File: src/hw/pbc_pkg.sv
package pbc_pkg;

  // ----------------------------------------------------------------
  // clock and timing
  // ----------------------------------------------------------------
  localparam int unsigned CLK_PERIOD_NS = 40;
  localparam int unsigned SHORT_RESET_NS = 1300;
  localparam int unsigned STATE_TIMEOUT_NS_DEF = 200000;
  localparam logic [1:0] STRAP_SETTLE = 2'h3;

  // ----------------------------------------------------------------
  // register indices, byte address is four times the index
  // ----------------------------------------------------------------
  localparam int unsigned ADDR_W = 8;
  localparam logic [3:0] IDX_REPEATER = 4'h3;
  localparam logic [3:0] IDX_SELF_ID = 4'h4;
  localparam logic [3:0] IDX_EVENT = 4'h5;
  localparam logic [3:0] IDX_IRQ_STATUS = 4'h8;
  localparam logic [3:0] IDX_IRQ_CLEAR = 4'h9;
  localparam logic [3:0] IDX_IRQ_ENABLE = 4'ha;
  localparam logic [3:0] IDX_PORT_MASK = 4'hb;

  // ----------------------------------------------------------------
  // field layout and fixed values
  // ----------------------------------------------------------------
  localparam int unsigned NUM_PORTS = 6;
  localparam logic [2:0] PHY_SPEED_VAL = 3'h2;
  localparam logic [3:0] REP_DELAY_VAL = 4'h0;
  localparam logic [2:0] REP_JITTER_VAL = 3'h0;
  localparam int unsigned REP_SPEED_LSB = 5;
  localparam int unsigned SID_L_BIT = 7;
  localparam int unsigned SID_C_BIT = 6;
  localparam int unsigned SID_JIT_LSB = 3;
  localparam int unsigned EV_RESUME_EN_BIT = 7;
  localparam int unsigned EV_SHORT_RST_BIT = 6;
  localparam int unsigned FLAG_LSB = 2;
  localparam int unsigned FLAG_W = 4;
  localparam int unsigned EV_FAST_ARB_BIT = 1;
  localparam int unsigned EV_MIXED_BIT = 0;
  // flag vector order: 3 config timeout, 2 supply drop, 1 state timeout, 0 port event
  localparam int unsigned FL_CFG = 3;
  localparam int unsigned FL_SUPPLY = 2;
  localparam int unsigned FL_STATE = 1;
  localparam int unsigned FL_PORT = 0;

  // ----------------------------------------------------------------
  // values after hardware reset
  // ----------------------------------------------------------------
  localparam logic NODE_UP_RST = 1'b1;
  localparam logic [3:0] FLAG_RST = 4'h0;

  // ----------------------------------------------------------------
  // types and helpers
  // ----------------------------------------------------------------
  typedef enum logic [1:0] {
    TMO_IDLE = 2'b00,
    TMO_RUN = 2'b01,
    TMO_DONE = 2'b10
  } pbc_tmo_state_t;

  // round a time up to whole clock cycles, at least one
  function automatic int unsigned ns_to_cycles(input int unsigned ns);
    int unsigned c;
    c = (ns + CLK_PERIOD_NS - 1) / CLK_PERIOD_NS;
    return (c == 0) ? 1 : c;
  endfunction : ns_to_cycles

  localparam int unsigned SHORT_RESET_CYC = ns_to_cycles(SHORT_RESET_NS);

endpackage : pbc_pkg

File: src/hw/pbc_tmo_if.sv
`timescale 1ns/10ps
// configuration watchdog hookup between the register bank and its timer
interface pbc_tmo_if;
  logic busy;
  logic expire;
  modport timer (input busy, output expire);
  modport ctrl (output busy, input expire);
endinterface : pbc_tmo_if

File: src/hw/pbc_sync.sv
`timescale 1ns/10ps
module pbc_sync #(
  parameter int unsigned W = 1
) (
  input wire logic pclk,
  input wire logic presetn,
  input wire logic [W-1:0] async_in,
  output logic [W-1:0] sync_out
);

  logic [W-1:0] stage1_reg;

  // two flops, the first is read by the second only
  always_ff @(posedge pclk or negedge presetn) begin
    if (!presetn) begin
      stage1_reg <= '0;
      sync_out <= '0;
    end else begin
      stage1_reg <= async_in;
      sync_out <= stage1_reg;
    end
  end

endmodule : pbc_sync

File: src/hw/pbc_tmo_timer.sv
`timescale 1ns/10ps
module pbc_tmo_timer #(
  parameter int unsigned LIMIT = 5000
) (
  input wire logic pclk,
  input wire logic presetn,
  pbc_tmo_if.timer tmo
);

  pbc_pkg::pbc_tmo_state_t state_reg;
  logic [31:0] count_reg;

  // one expiry per configuration phase, re-armed when busy drops
  always_ff @(posedge pclk or negedge presetn) begin
    if (!presetn) begin
      state_reg <= pbc_pkg::TMO_IDLE;
      count_reg <= 32'h0;
      tmo.expire <= 1'b0;
    end else begin
      tmo.expire <= 1'b0;
      case (state_reg)
        pbc_pkg::TMO_IDLE: begin
          count_reg <= 32'h0;
          if (tmo.busy) begin
            state_reg <= pbc_pkg::TMO_RUN;
          end
        end
        pbc_pkg::TMO_RUN: begin
          if (!tmo.busy) begin
            state_reg <= pbc_pkg::TMO_IDLE;
          end else if (count_reg == 32'(LIMIT - 1)) begin
            tmo.expire <= 1'b1;
            state_reg <= pbc_pkg::TMO_DONE;
          end else begin
            count_reg <= count_reg + 32'h1;
          end
        end
        pbc_pkg::TMO_DONE: begin
          if (!tmo.busy) begin
            state_reg <= pbc_pkg::TMO_IDLE;
          end
        end
        default: begin
          state_reg <= pbc_pkg::TMO_IDLE;
        end
      endcase
    end
  end

endmodule : pbc_tmo_timer

File: src/hw/pbc_regs.sv
// Added by the designer: the register offsets and register access over APB.
`timescale 1ns/10ps
// Notes on behaviour
// RL1 - repeater delay field is read only and always reads zero
// RL2 - repeater jitter field is read only and always reads zero
// RL3 - node-up bit is one after hardware reset, kept over bus-reset
// RL4 - self-ID link-active equals node-up AND synchronised link power input
// RL5 - contender bit loads from strap at reset, kept over bus-reset, drives self-ID
// RL6 - power class loads from three straps, kept over bus-reset, drives self-ID
// RL7 - resume enable lets resume start on any port set port event flag
// RL8 - writing one requests a short arbitrated bus-reset; bus-reset clears request
// RL9 - arbiter configuration timeout sets flag; reset or write one clears it
// RL10 - each falling edge of cable supply sense sets supply drop flag
// RL11 - a state time-out sets state timeout flag; reset or write one clears
// RL12 - stuck tree-ID or self-ID times out, sets flag and requests bus-reset
// RL13 - masked port status change sets port event flag; write one clears
// RL14 - fast arbitration enable, zero after reset, kept over bus-reset
// RL15 - software sets fast arbitration only with a compliant link controller
// RL16 - mixed-speed concatenation enable, zero after reset, kept over bus-reset
// RL17 - writing zero leaves flags alone; a same-cycle event beats the clear
module pbc_regs #(
  parameter int unsigned STATE_TIMEOUT_NS = pbc_pkg::STATE_TIMEOUT_NS_DEF
) (
  input wire logic pclk,
  input wire logic presetn,
  input wire logic psel,
  input wire logic penable,
  input wire logic pwrite,
  input wire logic [pbc_pkg::ADDR_W-1:0] paddr,
  input wire logic [31:0] pwdata,
  output logic [31:0] prdata,
  output logic pready,
  output logic pslverr,
  input wire logic contender_strap_pin,
  input wire logic [2:0] power_class_straps,
  input wire logic link_power_input,
  input wire logic cable_supply_sense,
  input wire logic bus_reset,
  input wire logic config_timeout_event,
  input wire logic config_in_progress,
  input wire logic [pbc_pkg::NUM_PORTS-1:0] port_resume_start,
  input wire logic [pbc_pkg::NUM_PORTS-1:0] port_connected,
  input wire logic [pbc_pkg::NUM_PORTS-1:0] port_bias,
  input wire logic [pbc_pkg::NUM_PORTS-1:0] port_disabled,
  input wire logic [pbc_pkg::NUM_PORTS-1:0] port_fault,
  output logic selfid_link_active,
  output logic selfid_contender,
  output logic [2:0] selfid_power_class,
  output logic short_reset_request,
  output logic state_timeout_reset,
  output logic fast_arbitration_enable,
  output logic mixed_speed_concat_enable,
  output logic irq
);

  // ----------------------------------------------------------------
  // constants
  // ----------------------------------------------------------------
  localparam int unsigned STATE_TIMEOUT_CYC = pbc_pkg::ns_to_cycles(STATE_TIMEOUT_NS);
  localparam int unsigned NP = pbc_pkg::NUM_PORTS;

  // ----------------------------------------------------------------
  // declarations
  // ----------------------------------------------------------------
  logic [5:0] pins_sync;
  logic cps_s;
  logic lps_s;
  logic contender_s;
  logic [2:0] power_class_s;
  logic cps_prev_reg;
  logic cps_fall;
  logic [1:0] strap_cnt_reg;
  logic strap_load;
  logic node_up_reg;
  logic contender_reg;
  logic [2:0] power_class_reg;
  logic resume_en_reg;
  logic short_reset_reg;
  logic fast_arb_reg;
  logic mixed_speed_reg;
  logic [pbc_pkg::FLAG_W-1:0] flags_reg;
  logic [pbc_pkg::FLAG_W-1:0] flags_next;
  logic [pbc_pkg::FLAG_W-1:0] flag_set;
  logic [pbc_pkg::FLAG_W-1:0] flag_clr;
  logic [pbc_pkg::FLAG_W-1:0] irq_enable_reg;
  logic [NP-1:0] port_mask_reg;
  logic [NP-1:0] con_prev_reg;
  logic [NP-1:0] bias_prev_reg;
  logic [NP-1:0] dis_prev_reg;
  logic [NP-1:0] fault_prev_reg;
  logic port_change;
  logic [3:0] acc_idx;
  logic acc_ok;
  logic setup_phase;
  logic wr_strobe;
  logic [31:0] prdata_reg;
  logic [7:0] rd_value;

  pbc_tmo_if tmo ();

  // ----------------------------------------------------------------
  // helper functions
  // ----------------------------------------------------------------

  // register index from a byte address
  function automatic logic [3:0] addr_index(input logic [pbc_pkg::ADDR_W-1:0] a);
    return a[5:2];
  endfunction : addr_index

  // address hits one of the mapped words
  function automatic logic addr_mapped(input logic [pbc_pkg::ADDR_W-1:0] a);
    logic [3:0] i;
    logic hit;
    i = a[5:2];
    hit = (i == pbc_pkg::IDX_REPEATER) || (i == pbc_pkg::IDX_SELF_ID) ||
          (i == pbc_pkg::IDX_EVENT) || (i == pbc_pkg::IDX_IRQ_STATUS) ||
          (i == pbc_pkg::IDX_IRQ_CLEAR) || (i == pbc_pkg::IDX_IRQ_ENABLE) ||
          (i == pbc_pkg::IDX_PORT_MASK);
    return hit && (a[1:0] == 2'h0) && (a[pbc_pkg::ADDR_W-1:6] == '0);
  endfunction : addr_mapped

  // ----------------------------------------------------------------
  // pin synchronisers and strap capture
  // ----------------------------------------------------------------
  pbc_sync #(
    .W(6)
  ) u_sync (
    .pclk(pclk),
    .presetn(presetn),
    .async_in({link_power_input, cable_supply_sense, power_class_straps, contender_strap_pin}),
    .sync_out(pins_sync)
  );

  assign lps_s = pins_sync[5];
  assign cps_s = pins_sync[4];
  assign power_class_s = pins_sync[3:1];
  assign contender_s = pins_sync[0];

  // straps are loaded once the synchroniser holds real pin values
  always_ff @(posedge pclk or negedge presetn) begin
    if (!presetn) begin
      strap_cnt_reg <= 2'h0;
    end else if (strap_cnt_reg != pbc_pkg::STRAP_SETTLE) begin
      strap_cnt_reg <= strap_cnt_reg + 2'h1;
    end
  end

  assign strap_load = (strap_cnt_reg == pbc_pkg::STRAP_SETTLE - 2'h1);

  // supply sense falling edge, read from the synchronised level
  always_ff @(posedge pclk or negedge presetn) begin
    if (!presetn) begin
      cps_prev_reg <= 1'b0;
    end else begin
      cps_prev_reg <= cps_s;
    end
  end

  assign cps_fall = cps_prev_reg & ~cps_s; // [RL10]

  // ----------------------------------------------------------------
  // configuration watchdog
  // ----------------------------------------------------------------
  assign tmo.busy = config_in_progress;

  pbc_tmo_timer #(
    .LIMIT(STATE_TIMEOUT_CYC)
  ) u_timer (
    .pclk(pclk),
    .presetn(presetn),
    .tmo(tmo)
  );

  assign state_timeout_reset = tmo.expire; // [RL12]

  // ----------------------------------------------------------------
  // apb slave decode
  // ----------------------------------------------------------------
  assign acc_idx = addr_index(paddr);
  assign acc_ok = addr_mapped(paddr);
  assign setup_phase = psel & ~penable;
  assign pready = 1'b1;
  assign pslverr = psel & penable & ~acc_ok;
  assign wr_strobe = psel & penable & pwrite & acc_ok;

  // read value of the addressed word
  always_comb begin
    rd_value = 8'h0;
    case (acc_idx)
      pbc_pkg::IDX_REPEATER: begin
        rd_value = {pbc_pkg::PHY_SPEED_VAL, 1'b0, pbc_pkg::REP_DELAY_VAL}; // [RL1]
      end
      pbc_pkg::IDX_SELF_ID: begin
        rd_value = {node_up_reg, contender_reg, pbc_pkg::REP_JITTER_VAL, // [RL2]
                    power_class_reg};
      end
      pbc_pkg::IDX_EVENT: begin
        rd_value = {resume_en_reg, short_reset_reg, flags_reg, fast_arb_reg, mixed_speed_reg};
      end
      pbc_pkg::IDX_IRQ_STATUS: begin
        rd_value = {2'h0, flags_reg, 2'h0};
      end
      pbc_pkg::IDX_IRQ_ENABLE: begin
        rd_value = {2'h0, irq_enable_reg, 2'h0};
      end
      pbc_pkg::IDX_PORT_MASK: begin
        rd_value = {2'h0, port_mask_reg};
      end
      default: begin
        rd_value = 8'h0;
      end
    endcase
  end

  // read data captured in the setup cycle, zero for unmapped words
  always_ff @(posedge pclk or negedge presetn) begin
    if (!presetn) begin
      prdata_reg <= 32'h0;
    end else if (setup_phase && !pwrite) begin
      prdata_reg <= acc_ok ? {24'h0, rd_value} : 32'h0;
    end
  end

  assign prdata = prdata_reg;

  // ----------------------------------------------------------------
  // self-ID configuration word
  // ----------------------------------------------------------------

  // node-up survives bus-reset
  always_ff @(posedge pclk or negedge presetn) begin
    if (!presetn) begin
      node_up_reg <= pbc_pkg::NODE_UP_RST; // [RL3]
    end else if (wr_strobe && acc_idx == pbc_pkg::IDX_SELF_ID) begin
      node_up_reg <= pwdata[pbc_pkg::SID_L_BIT];
    end
  end

  // contender and power class from straps, then software
  always_ff @(posedge pclk or negedge presetn) begin
    if (!presetn) begin
      contender_reg <= 1'b0;
      power_class_reg <= 3'h0;
    end else if (strap_load) begin
      contender_reg <= contender_s; // [RL5]
      power_class_reg <= power_class_s; // [RL6]
    end else if (wr_strobe && acc_idx == pbc_pkg::IDX_SELF_ID) begin
      contender_reg <= pwdata[pbc_pkg::SID_C_BIT];
      power_class_reg <= pwdata[2:0];
    end
  end

  // link-active bit for the self-ID packet
  always_ff @(posedge pclk or negedge presetn) begin
    if (!presetn) begin
      selfid_link_active <= 1'b0;
    end else begin
      selfid_link_active <= node_up_reg & lps_s; // [RL4]
    end
  end

  assign selfid_contender = contender_reg; // [RL5]
  assign selfid_power_class = power_class_reg; // [RL6]

  // ----------------------------------------------------------------
  // feature control and short reset request
  // ----------------------------------------------------------------

  // enables ignore bus-reset
  always_ff @(posedge pclk or negedge presetn) begin
    if (!presetn) begin
      resume_en_reg <= 1'b0; // [RL7]
      fast_arb_reg <= 1'b0; // [RL14]
      mixed_speed_reg <= 1'b0; // [RL16]
    end else if (wr_strobe && acc_idx == pbc_pkg::IDX_EVENT) begin
      resume_en_reg <= pwdata[pbc_pkg::EV_RESUME_EN_BIT];
      fast_arb_reg <= pwdata[pbc_pkg::EV_FAST_ARB_BIT];
      mixed_speed_reg <= pwdata[pbc_pkg::EV_MIXED_BIT];
    end
  end

  assign fast_arbitration_enable = fast_arb_reg; // [RL14]
  assign mixed_speed_concat_enable = mixed_speed_reg; // [RL16]

  // request held until the arbiter reports a bus-reset; a new write wins
  always_ff @(posedge pclk or negedge presetn) begin
    if (!presetn) begin
      short_reset_reg <= 1'b0;
    end else if (wr_strobe && acc_idx == pbc_pkg::IDX_EVENT) begin
      short_reset_reg <= pwdata[pbc_pkg::EV_SHORT_RST_BIT]; // [RL8]
    end else if (bus_reset) begin
      short_reset_reg <= 1'b0; // [RL8]
    end
  end

  assign short_reset_request = short_reset_reg;

  // ----------------------------------------------------------------
  // port status change detection
  // ----------------------------------------------------------------
  always_ff @(posedge pclk or negedge presetn) begin
    if (!presetn) begin
      con_prev_reg <= '0;
      bias_prev_reg <= '0;
      dis_prev_reg <= '0;
      fault_prev_reg <= '0;
    end else begin
      con_prev_reg <= port_connected;
      bias_prev_reg <= port_bias;
      dis_prev_reg <= port_disabled;
      fault_prev_reg <= port_fault;
    end
  end

  assign port_change = |(((port_connected ^ con_prev_reg) | (port_bias ^ bias_prev_reg) |
                          (port_disabled ^ dis_prev_reg) | (port_fault ^ fault_prev_reg)) &
                         port_mask_reg); // [RL13]

  // per-port event mask
  always_ff @(posedge pclk or negedge presetn) begin
    if (!presetn) begin
      port_mask_reg <= '0;
    end else if (wr_strobe && acc_idx == pbc_pkg::IDX_PORT_MASK) begin
      port_mask_reg <= pwdata[NP-1:0];
    end
  end

  // ----------------------------------------------------------------
  // event flags and interrupt
  // ----------------------------------------------------------------

  // hardware events that set flags this cycle
  always_comb begin
    flag_set = '0;
    flag_set[pbc_pkg::FL_CFG] = config_timeout_event; // [RL9]
    flag_set[pbc_pkg::FL_SUPPLY] = cps_fall; // [RL10]
    flag_set[pbc_pkg::FL_STATE] = tmo.expire; // [RL11] [RL12]
    flag_set[pbc_pkg::FL_PORT] = port_change | (resume_en_reg & (|port_resume_start)); // [RL7]
  end

  // ones written to the event word or the clear word
  always_comb begin
    flag_clr = '0;
    if (wr_strobe && (acc_idx == pbc_pkg::IDX_EVENT || acc_idx == pbc_pkg::IDX_IRQ_CLEAR)) begin
      flag_clr = pwdata[pbc_pkg::FLAG_LSB +: pbc_pkg::FLAG_W]; // [RL17]
    end
  end

  assign flags_next = flag_set | (flags_reg & ~flag_clr); // [RL17] [RL13]

  always_ff @(posedge pclk or negedge presetn) begin
    if (!presetn) begin
      flags_reg <= pbc_pkg::FLAG_RST; // [RL9] [RL10] [RL11]
    end else begin
      flags_reg <= flags_next;
    end
  end

  // interrupt enable word
  always_ff @(posedge pclk or negedge presetn) begin
    if (!presetn) begin
      irq_enable_reg <= '0;
    end else if (wr_strobe && acc_idx == pbc_pkg::IDX_IRQ_ENABLE) begin
      irq_enable_reg <= pwdata[pbc_pkg::FLAG_LSB +: pbc_pkg::FLAG_W];
    end
  end

  assign irq = |(flags_reg & irq_enable_reg);

endmodule : pbc_regs

File: config.mk
export PLATFORM = sky130hd
export DESIGN_NAME = pbc_regs
export DESIGN_NICKNAME = d
export VERILOG_FILES = /design/src/hw/pbc_pkg.sv /design/src/hw/pbc_tmo_if.sv /design/src/hw/pbc_sync.sv /design/src/hw/pbc_tmo_timer.sv /design/src/hw/pbc_regs.sv
export SDC_FILE = /design/constraint.sdc
export NUM_CORES = 1
export LEC_CHECK = 0
export ABC_AREA = 1
export CAP_MARGIN = 10
export CORE_MARGIN = 4
export CORE_UTILIZATION = 35
export CTS_CLUSTER_SIZE = 14
export DETAILED_ROUTE_END_ITERATION = 12
export DONT_BUFFER_PORTS = 1
export HOLD_SLACK_MARGIN = 0.15
export MAX_ROUTING_LAYER = met4
export PLACE_DENSITY = 0.59
export RECOVER_POWER = 50
export SLEW_MARGIN = 5
export SYNTH_ARGS = -nofsm -noshare
export SYNTH_HDL_FRONTEND = slang
export SYNTH_SLANG_ARGS = --single-unit
export TNS_END_PERCENT = 100
File: constraint.sdc
create_clock -name pclk -period 2.01 [get_ports pclk]
set_input_delay 0.402 -clock pclk [delete_from_list [all_inputs] [get_ports pclk]]
set_output_delay 0.402 -clock pclk [all_outputs]
set_load 0.005 [all_outputs]
# == After elaboration in Yosys (flattened, before gate mapping) ==
# Index checks and enable logic that the tools add are counted.
# word_totals
reg_bits,130
latchBits,0
ramBits,0
romBits,0
in_bits,84
output_inout_bits,44
word_cells,113
mem_count,0
# classes
n_addsub,2
mul,0
div_mod_pow,0
magnitude_cmp,0
eq_ne,17
shifts,0
mux,20
n_bitwise,24
reduce_logical,27
# op_table
op,n
two-way mux 32 bit,2
case mux 32 bit (2 select lines),1
case mux 8 bit (6 select lines),1
adder 32 x 1 -> 32 bit (second input constant),1
equality test 32 x 13 -> 1 bit (second input constant),1
bitwise XOR 6 bit,4
bitwise OR 6 bit,3
equality test 4 bit (second input constant),4
OR reduction 6 bit,2
inequality test 2 bit (second input constant),5
AND 1 bit,8
AND 4 bit,2
equality test 4 x 3 -> 1 bit (second input constant),2
logical AND 1 bit,8
two-way mux 2 bit,4
two-way mux 8 bit,1
logical OR 1 bit,7
two-way mux 1 bit,7
AND 6 bit,1
zero test 2 bit,3
two-way mux 3 bit,2
case mux 2 bit (3 select lines),1
AND reduction 3 bit,2
nonzero test 2 bit,3
other kinds (12),15

# == Logic depth before layout (Yosys ltp) ==
# Gate-level depths: netlist of the first run.
# depth
word_depth,15
depth_mapped,11
mapped_depth_nobuf,11

# == Cells and area by module ==
# From an unflattened synthesis of the first run, not the netlist that was laid out.
# hier_totals
hier_cells,770
area_unflattened_um2,5910.7
# by_module_without_submodules
module,instances,cells_per_inst,area_per_inst_um2,seq_area_each_um2
pbc_regs,1,382,3041.7,1477.7
pbc_tmo_timer,1,376,2568.7,875.8
pbc_sync,1,12,300.3,300.3

# == Least setup slack after synthesis of the first run ==
# OpenSTA, ideal clock, no wires.
# synth_path
path_kind,reg-to-reg
start,register u_timer.count_reg[0]
end,register u_timer.count_reg[29]
setup_ns,0.117
t_arrival_ns,1.465
t_required_ns,1.893
setup_slack_ns,0.428
stages_incl_launch_ff,12
path_buffers,1
period_less_slack_ns,1.582
path_cell_list,dfrtp_1 -> ha_1 -> nand2_2 -> inv_2 -> nand4_1 -> nor2_2 -> nand2_2 -> nand2_4 -> nand2_4 -> buf_6 -> nand2_1 -> nand2_1
# synth_via
elab_chain_cells,4
elab_cells_between_ends,7
cone_classes,add/sub: 1; eq/ne: 2; mux: 3; reduce/logical: 1
# synth_rtl
element,line,rtl
start: declaration,pbc_tmo_timer.sv:11,logic [31:0] count_reg;
start signal: assignment,pbc_tmo_timer.sv:35,count_reg <= count_reg + 32'h1;
adder 32 x 1 -> 32 bit,pbc_tmo_timer.sv:35,
two-way mux 32 bit,pbc_tmo_timer.sv:31,end else if (count_reg == 32'(LIMIT - 1)) begin
two-way mux 32 bit,pbc_tmo_timer.sv:29,if (!tmo.busy) begin
case mux 32 bit (2 select lines),pbc_tmo_timer.sv:21,case (state_reg)
# Parallel ways exist; a longest one is shown, timed or not. The select of a mux whose other input is x is not followed.
# A chain may end at the register's enable or synchronous reset.

# == Worst setup path after layout of the first run ==
# layout_path
start,register u_timer.count_reg[1]
end,register u_timer.count_reg[0]
# layout_via
elab_chain_cells,3
# layout_rtl
element,line
equality test 32 x 13 -> 1 bit,pbc_tmo_timer.sv:31
inequality test 2 bit (no source line),--
AND reduction 3 bit (no source line),--
# No other way between the ends.

==> results.cfg, run 1 <==
[die]
core_area_um2 = 16600
die_w_um = 138
io_pins = 128
die_area_um2 = 19100
rows = 47
initial_core_util = 0.357
die_y_um = 138

[layout]
finalNetCount = 953
area_growth_pct = 12.8
largest_reg_flops = 32
drive_above_1_share = 0.0631
diodes = 0
fill_cells = 1725

[power]
power_density_nw_per_um2 = 628
totalPowerFinal_mw = 4.21
p_leak_nw = 3.23
vdd_drop_max_v = 0.000323

[clock_network]
cts_resized = 0
cts_buffer_depth = 2
post-cts-setup-buffer-count = 0
cts_buffers = 9
cts_root_buf = clkbuf_16
cts.clk_slew.worst_paths_ns = 0.07
cts_max_level = 3
ctsHoldBuffers = 31
cts_tree = yes
cts_sinks = 106
insertion_delay_ns = 0.35

[routing]
first_pass_iters = 6
detail_route.wirelength_mm = 14.4
wire_per_inst_um = 13.2
viasPerCell = 4.58
drc = 0
drt_iter0_markers = 348
final_antenna_net_count = 0
vias = 5000

[critical_path]
start_kind = flip-flop
path_class = flip-flop to flip-flop
worst-path-max-fanout = 19
crit_arrival_ns = 2.08
critPathRequiredTime_ns = 2.25
reg2reg_from = u_timer.count_reg[1]
crit_start = u_timer.count_reg[1]
endpoint_kind = flip-flop

[global_routing]
first_global_vias = 4948
gr-usage-all-layers = 0.159
grt-ovfl-total = 0
grt_max_degree = 107
antenna_found_initial = 0
grt_pass1_wl_mm = 24.7

[yosys]
synthFlopType = dfrtp_1
syn_inst = 828
async_flop_share = 1.00
yosysSeqAreaShare = 0.446
synth_edf_count = 0
ys_seq_elements = 106
yosys_warnings = 0
syn_area_um2 = 5950
syn_area_per_cell_um2 = 7.18
synth_cell_types = 30

[placed_design]
dp_hpwl_mm = 10.4
io_buffers = 0
place_congestion = 0.875

[sta]
final_hold_viol_count = 106
finalMaxSlewViolations = 0
setup_viol = 0
rsz0062_at_grt = false
holdWs_ns = -0.261
fin_crit_sh = 0.912
worst_clock_skew_ns = 0.0141
fmax_ghz = 0.545
post-route-min-period_ns = 1.83
final.setup.tns_ns = 0

[run_status]
status = finished, violations left
violations = negative hold slack

[hold_path]
hold_path.class = primary input to async pin

[job]
max_cap_violations = 0
[critical path: stages (launching register included)]
cell and delay (ns):
dfrtp_1 0.39, ha_1 0.26, nand2_2 0.11, inv_2 0.09, nand4_1 0.09, nor2_2 0.16, nand2_2 0.10, nand2_4 0.08
buf_4 0.24, inv_1 0.09, nand3_1 0.07, nand2_1 0.05
[per-stage QoR]
| step | setup WS [ns] | hold slack, ns | cell area, um^2 | cells | util |
|---|---|---|---|---|---|
| floorplan | 0.428 | 0.106 | 6030 | 851 | - |
| global placement | 0.224 | 0.109 | 6120 | 1044 | 0.368 |
| detailed placement | 0.195 | 0.109 | 6120 | 1044 | 0.368 |
| CTS | 0.173 | -0.275 | 6710 | 1091 | 0.403 |
| global route | 0.0492 | -0.284 | 6710 | 1091 | 0.403 |
| finish | 0.177 | -0.261 | 6710 | 1091 | 0.403 |
[logic make-up after synthesis]
logic type               after synthesis  synth area share
AO/OA/AOI/OAI                         38            0.0328
XOR/XNOR                              22            0.0324
adder cells (fa/ha/maj)                3           0.00631
buffers and inverters                121             0.102
flip-flops                           106             0.446
other                                  2           0.00126
AND/OR/NAND/NOR                      536             0.379
[synthesized netlist by cell type (all sizes together) (2+ instances only)]
| cell type | count | area share |
|---|---|---|
| nand2 | 293 | 0.19 |
| clkbuf | 6 | 0.0038 |
| nor2 | 151 | 0.10 |
| ha | 3 | 0.0063 |
| nand4 | 10 | 0.011 |
| xnor2 | 5 | 0.0074 |
| inv | 80 | 0.050 |
| nor4 | 2 | 0.0021 |
| a21oi | 8 | 0.0067 |
| dfrtp | 105 | 0.44 |
| buf | 35 | 0.048 |
| xor2 | 17 | 0.025 |
| conb | 2 | 0.0013 |
| nand3 | 68 | 0.066 |
| o21ai | 28 | 0.024 |
| nor3 | 10 | 0.0084 |
[power breakdown]
part           internal [mW]  leakage, nW  switching [mW]
logic                  0.115         1.74           0.160
registers               2.19         1.35          0.0332
clock network          0.859        0.138           0.856
total                   3.16         3.23            1.05
[path summary, 6_finish.rpt]
kind	end	slack, ns	cells after the start
min	fault_prev_reg[3]	-0.26	0
min in group pclk	node_up_reg	0.16	2
min reg2reg	u_sync.sync_out[3]	0.35	0
max reg2reg	u_timer.count_reg[0]	0.18	11
max in group asynchronous	node_up_reg	2.06	0
max	u_timer.count_reg[0]	0.18	11
[per-layer routing]
metal	share of wire	global-route usage	wire, um
met5	0	-	0
met4	0.013	0.0489	187
met3	0.064	0.0376	923
met2	0.47	0.245	6700
met1	0.46	0.210	6600
[layout make-up]
| cell class | count | area [um^2] | area share |
|---|---|---|---|
| clock inverter | 6 | 48.8 | 0.00727 |
| inverter | 80 | 300 | 0.0448 |
| sequential | 106 | 2650 | 0.396 |
| multi-input combinational | 624 | 2770 | 0.413 |
| tap | 220 | 275 | 0.0410 |
| clock buffer | 10 | 229 | 0.0341 |
| timing repair buffer | 45 | 428 | 0.0638 |
[layout by cell type, fill, tap and decap left out, drive strengths merged]
| master | Yosys | layout |
|---|---|---|
| nand2 | 293 | 293 |
| nor2 | 151 | 151 |
| dfrtp | 105 | 105 |
| inv | 80 | 83 |
| nand3 | 68 | 68 |
| dlygate4sd3 | 0 | 31 |
| o21ai | 28 | 28 |
| conb | 2 | 25 |
| xor2 | 17 | 17 |
| buf | 35 | 14 |
| nand4 | 10 | 10 |
| nor3 | 10 | 10 |
| clkbuf | 6 | 10 |
| a21oi | 8 | 8 |
| xnor2 | 5 | 5 |
| ha | 3 | 3 |
| clkinv | 0 | 3 |
| nor4 | 2 | 2 |
| and3 | 1 | 1 |
| nor3b | 1 | 1 |
| a22o | 1 | 1 |
| a31oi | 1 | 1 |
| dfstp | 1 | 1 |
No activity file was read; power rests on OpenSTA's default activity.
==> inputs of run 2 (changes only) <==
CORE_UTILIZATION = 40   (was 35)
PLACE_DENSITY = 0.64   (was 0.59)
==> run 2 against run 1 <==
  * The flow still finishes with violations (negative hold slack)
  * Via count is 0.24% lower
  * Largest power group unchanged
  * Routed wire length is 1.8% lower
  * Sequential power hardly changed
  * Maximum frequency fell by 1.9%
  * Sequential cell count unchanged
  * Clock power is 2% lower
==> results.cfg, run 2 (synthesis results as in run 1) <==
[critical_path]
r2r_cells = 10
worst-path-max-fanout = 30
endpoint_kind = flip-flop
crit_start = u_timer.count_reg[0]
reg2reg_from = u_timer.count_reg[0]
crit_arrival_ns = 2.11
crit_path_end = u_timer.count_reg[22]
r2r_slack_ns = 0.14
start_kind = flip-flop
rr_endpoint = u_timer.count_reg[22]
path_class = flip-flop to flip-flop
critPathRequiredTime_ns = 2.25

[clock_network]
post-cts-setup-buffer-count = 0
ctsHoldBuffers = 31
cts_buffers = 9
cts_buffer_depth = 2
cts.clk_slew.worst_paths_ns = 0.07
cts_root_buf = clkbuf_16
insertion_delay_ns = 0.35
cts_tree = yes
cts_resized = 0
cts_sinks = 106
cts_max_level = 3

[placed_design]
place_congestion = 0.952
dpl-instance-area_um2 = 6070
dp_hpwl_mm = 10.2
io_buffers = 0
place_inst = 1007

[layout]
drive_above_1_share = 0.0632
diodes = 0
finalInstanceArea_um2 = 6660
fill_cells = 1486
layout_commonest_cell = nand2_1
finalNetCount = 952
multi_input_area_um2 = 2770
mostFrequentLayoutCells = 287 x nand2_1, 140 x nor2_1, 105 x dfrtp_1, 76 x inv_1, 64 x nand3_1
area_growth_pct = 12.0
finalNonFillerCells = 1054
area.sequential_um2 = 2650
largest_reg_flops = 32

[die]
die_area_um2 = 16900
die_w_um = 130
core_area_um2 = 14500
io_pins = 128
initial_core_util = 0.409
rows = 44
die_y_um = 130

[sta]
setup_viol = 0
final_hold_viol_count = 106
fin_crit_sh = 0.930
worst_clock_skew_ns = 0.00952
finalMaxSlewViolations = 0
rsz0062_at_grt = false
holdWs_ns = -0.262
post-route-min-period_ns = 1.87
final.setup.tns_ns = 0
fmax_ghz = 0.535

[run_status]
violations = negative hold slack
status = finished, violations left

[routing]
first_pass_iters = 5
final_antenna_net_count = 0
vias = 4988
viasPerCell = 4.73
drc = 0
drt_iter0_markers = 306
wire_per_inst_um = 13.4
detail_route.wirelength_mm = 14.1

[global_routing]
antenna_found_initial = 0
grt_max_degree = 107
first_global_vias = 4672
grt-ovfl-total = 0
gr-usage-all-layers = 0.173
grt_pass1_wl_mm = 22.6

[power]
power_density_nw_per_um2 = 627
totalPowerFinal_mw = 4.18
vdd_drop_max_v = 0.000376
p_leak_nw = 3.22

[job]
max_cap_violations = 0

[hold_path]
hold_path.class = primary input to async pin
[run 2: per-stage QoR]
stage           util  worst slack, ns
6_report       0.458            0.141
3_5_place_dp   0.417            0.143
2_1_floorplan      -            0.428
4_1_cts        0.458            0.127
3_3_place_gp   0.417            0.156
5_1_grt        0.458           0.0103
[run 2: area by class of cell]
cell class	count	area share
repair buffers	44	0.0631
multi-input cells	624	0.416
well taps	184	0.0346
clock buffers	10	0.0359
flip-flops and latches	106	0.399
inverters	80	0.0451
clock inverters	6	0.00639
[run 2: critical path, cell delays in order (launching register included)]
cell     delay, ns
dfrtp_1       0.44
ha_1          0.27
nand2_2       0.10
inv_2         0.08
nand4_1       0.09
nor2_2        0.17
nand2_2       0.09
nand2_4       0.10
nand2_4       0.21
nand2_1       0.14
nand2_1       0.06
[run 2: routing by layer]
layer | share of wire | GRT usage | wire [um]
met5 | 0 | - | 0
met4 | 0.016 | 0.0489 | 223
met3 | 0.063 | 0.0393 | 895
met2 | 0.47 | 0.279 | 6630
met1 | 0.45 | 0.220 | 6390
[run 2: worst min-delay path by stage]
stage / start / endpoint / slack, ns / cells after the start
6_report: presetn / bias_prev_reg[5] / -0.26 / 0
5_1_grt: presetn / bias_prev_reg[5] / -0.28 / 0
4_1_cts: presetn / u_timer.count_reg[17] / -0.28 / 0
3_5_place_dp: presetn / fault_prev_reg[5] / 0.11 / 0
3_3_place_gp: presetn / fault_prev_reg[5] / 0.11 / 0
2_1_floorplan: presetn / bias_prev_reg[0] / 0.11 / 0
[run 2: power breakdown]
part,leakage [nW],internal (mW),switching [mW]
Combinational,1.73,0.115,0.160
Clock,0.134,0.874,0.801
Sequential,1.35,2.19,0.0367
Total,3.22,3.18,0.998
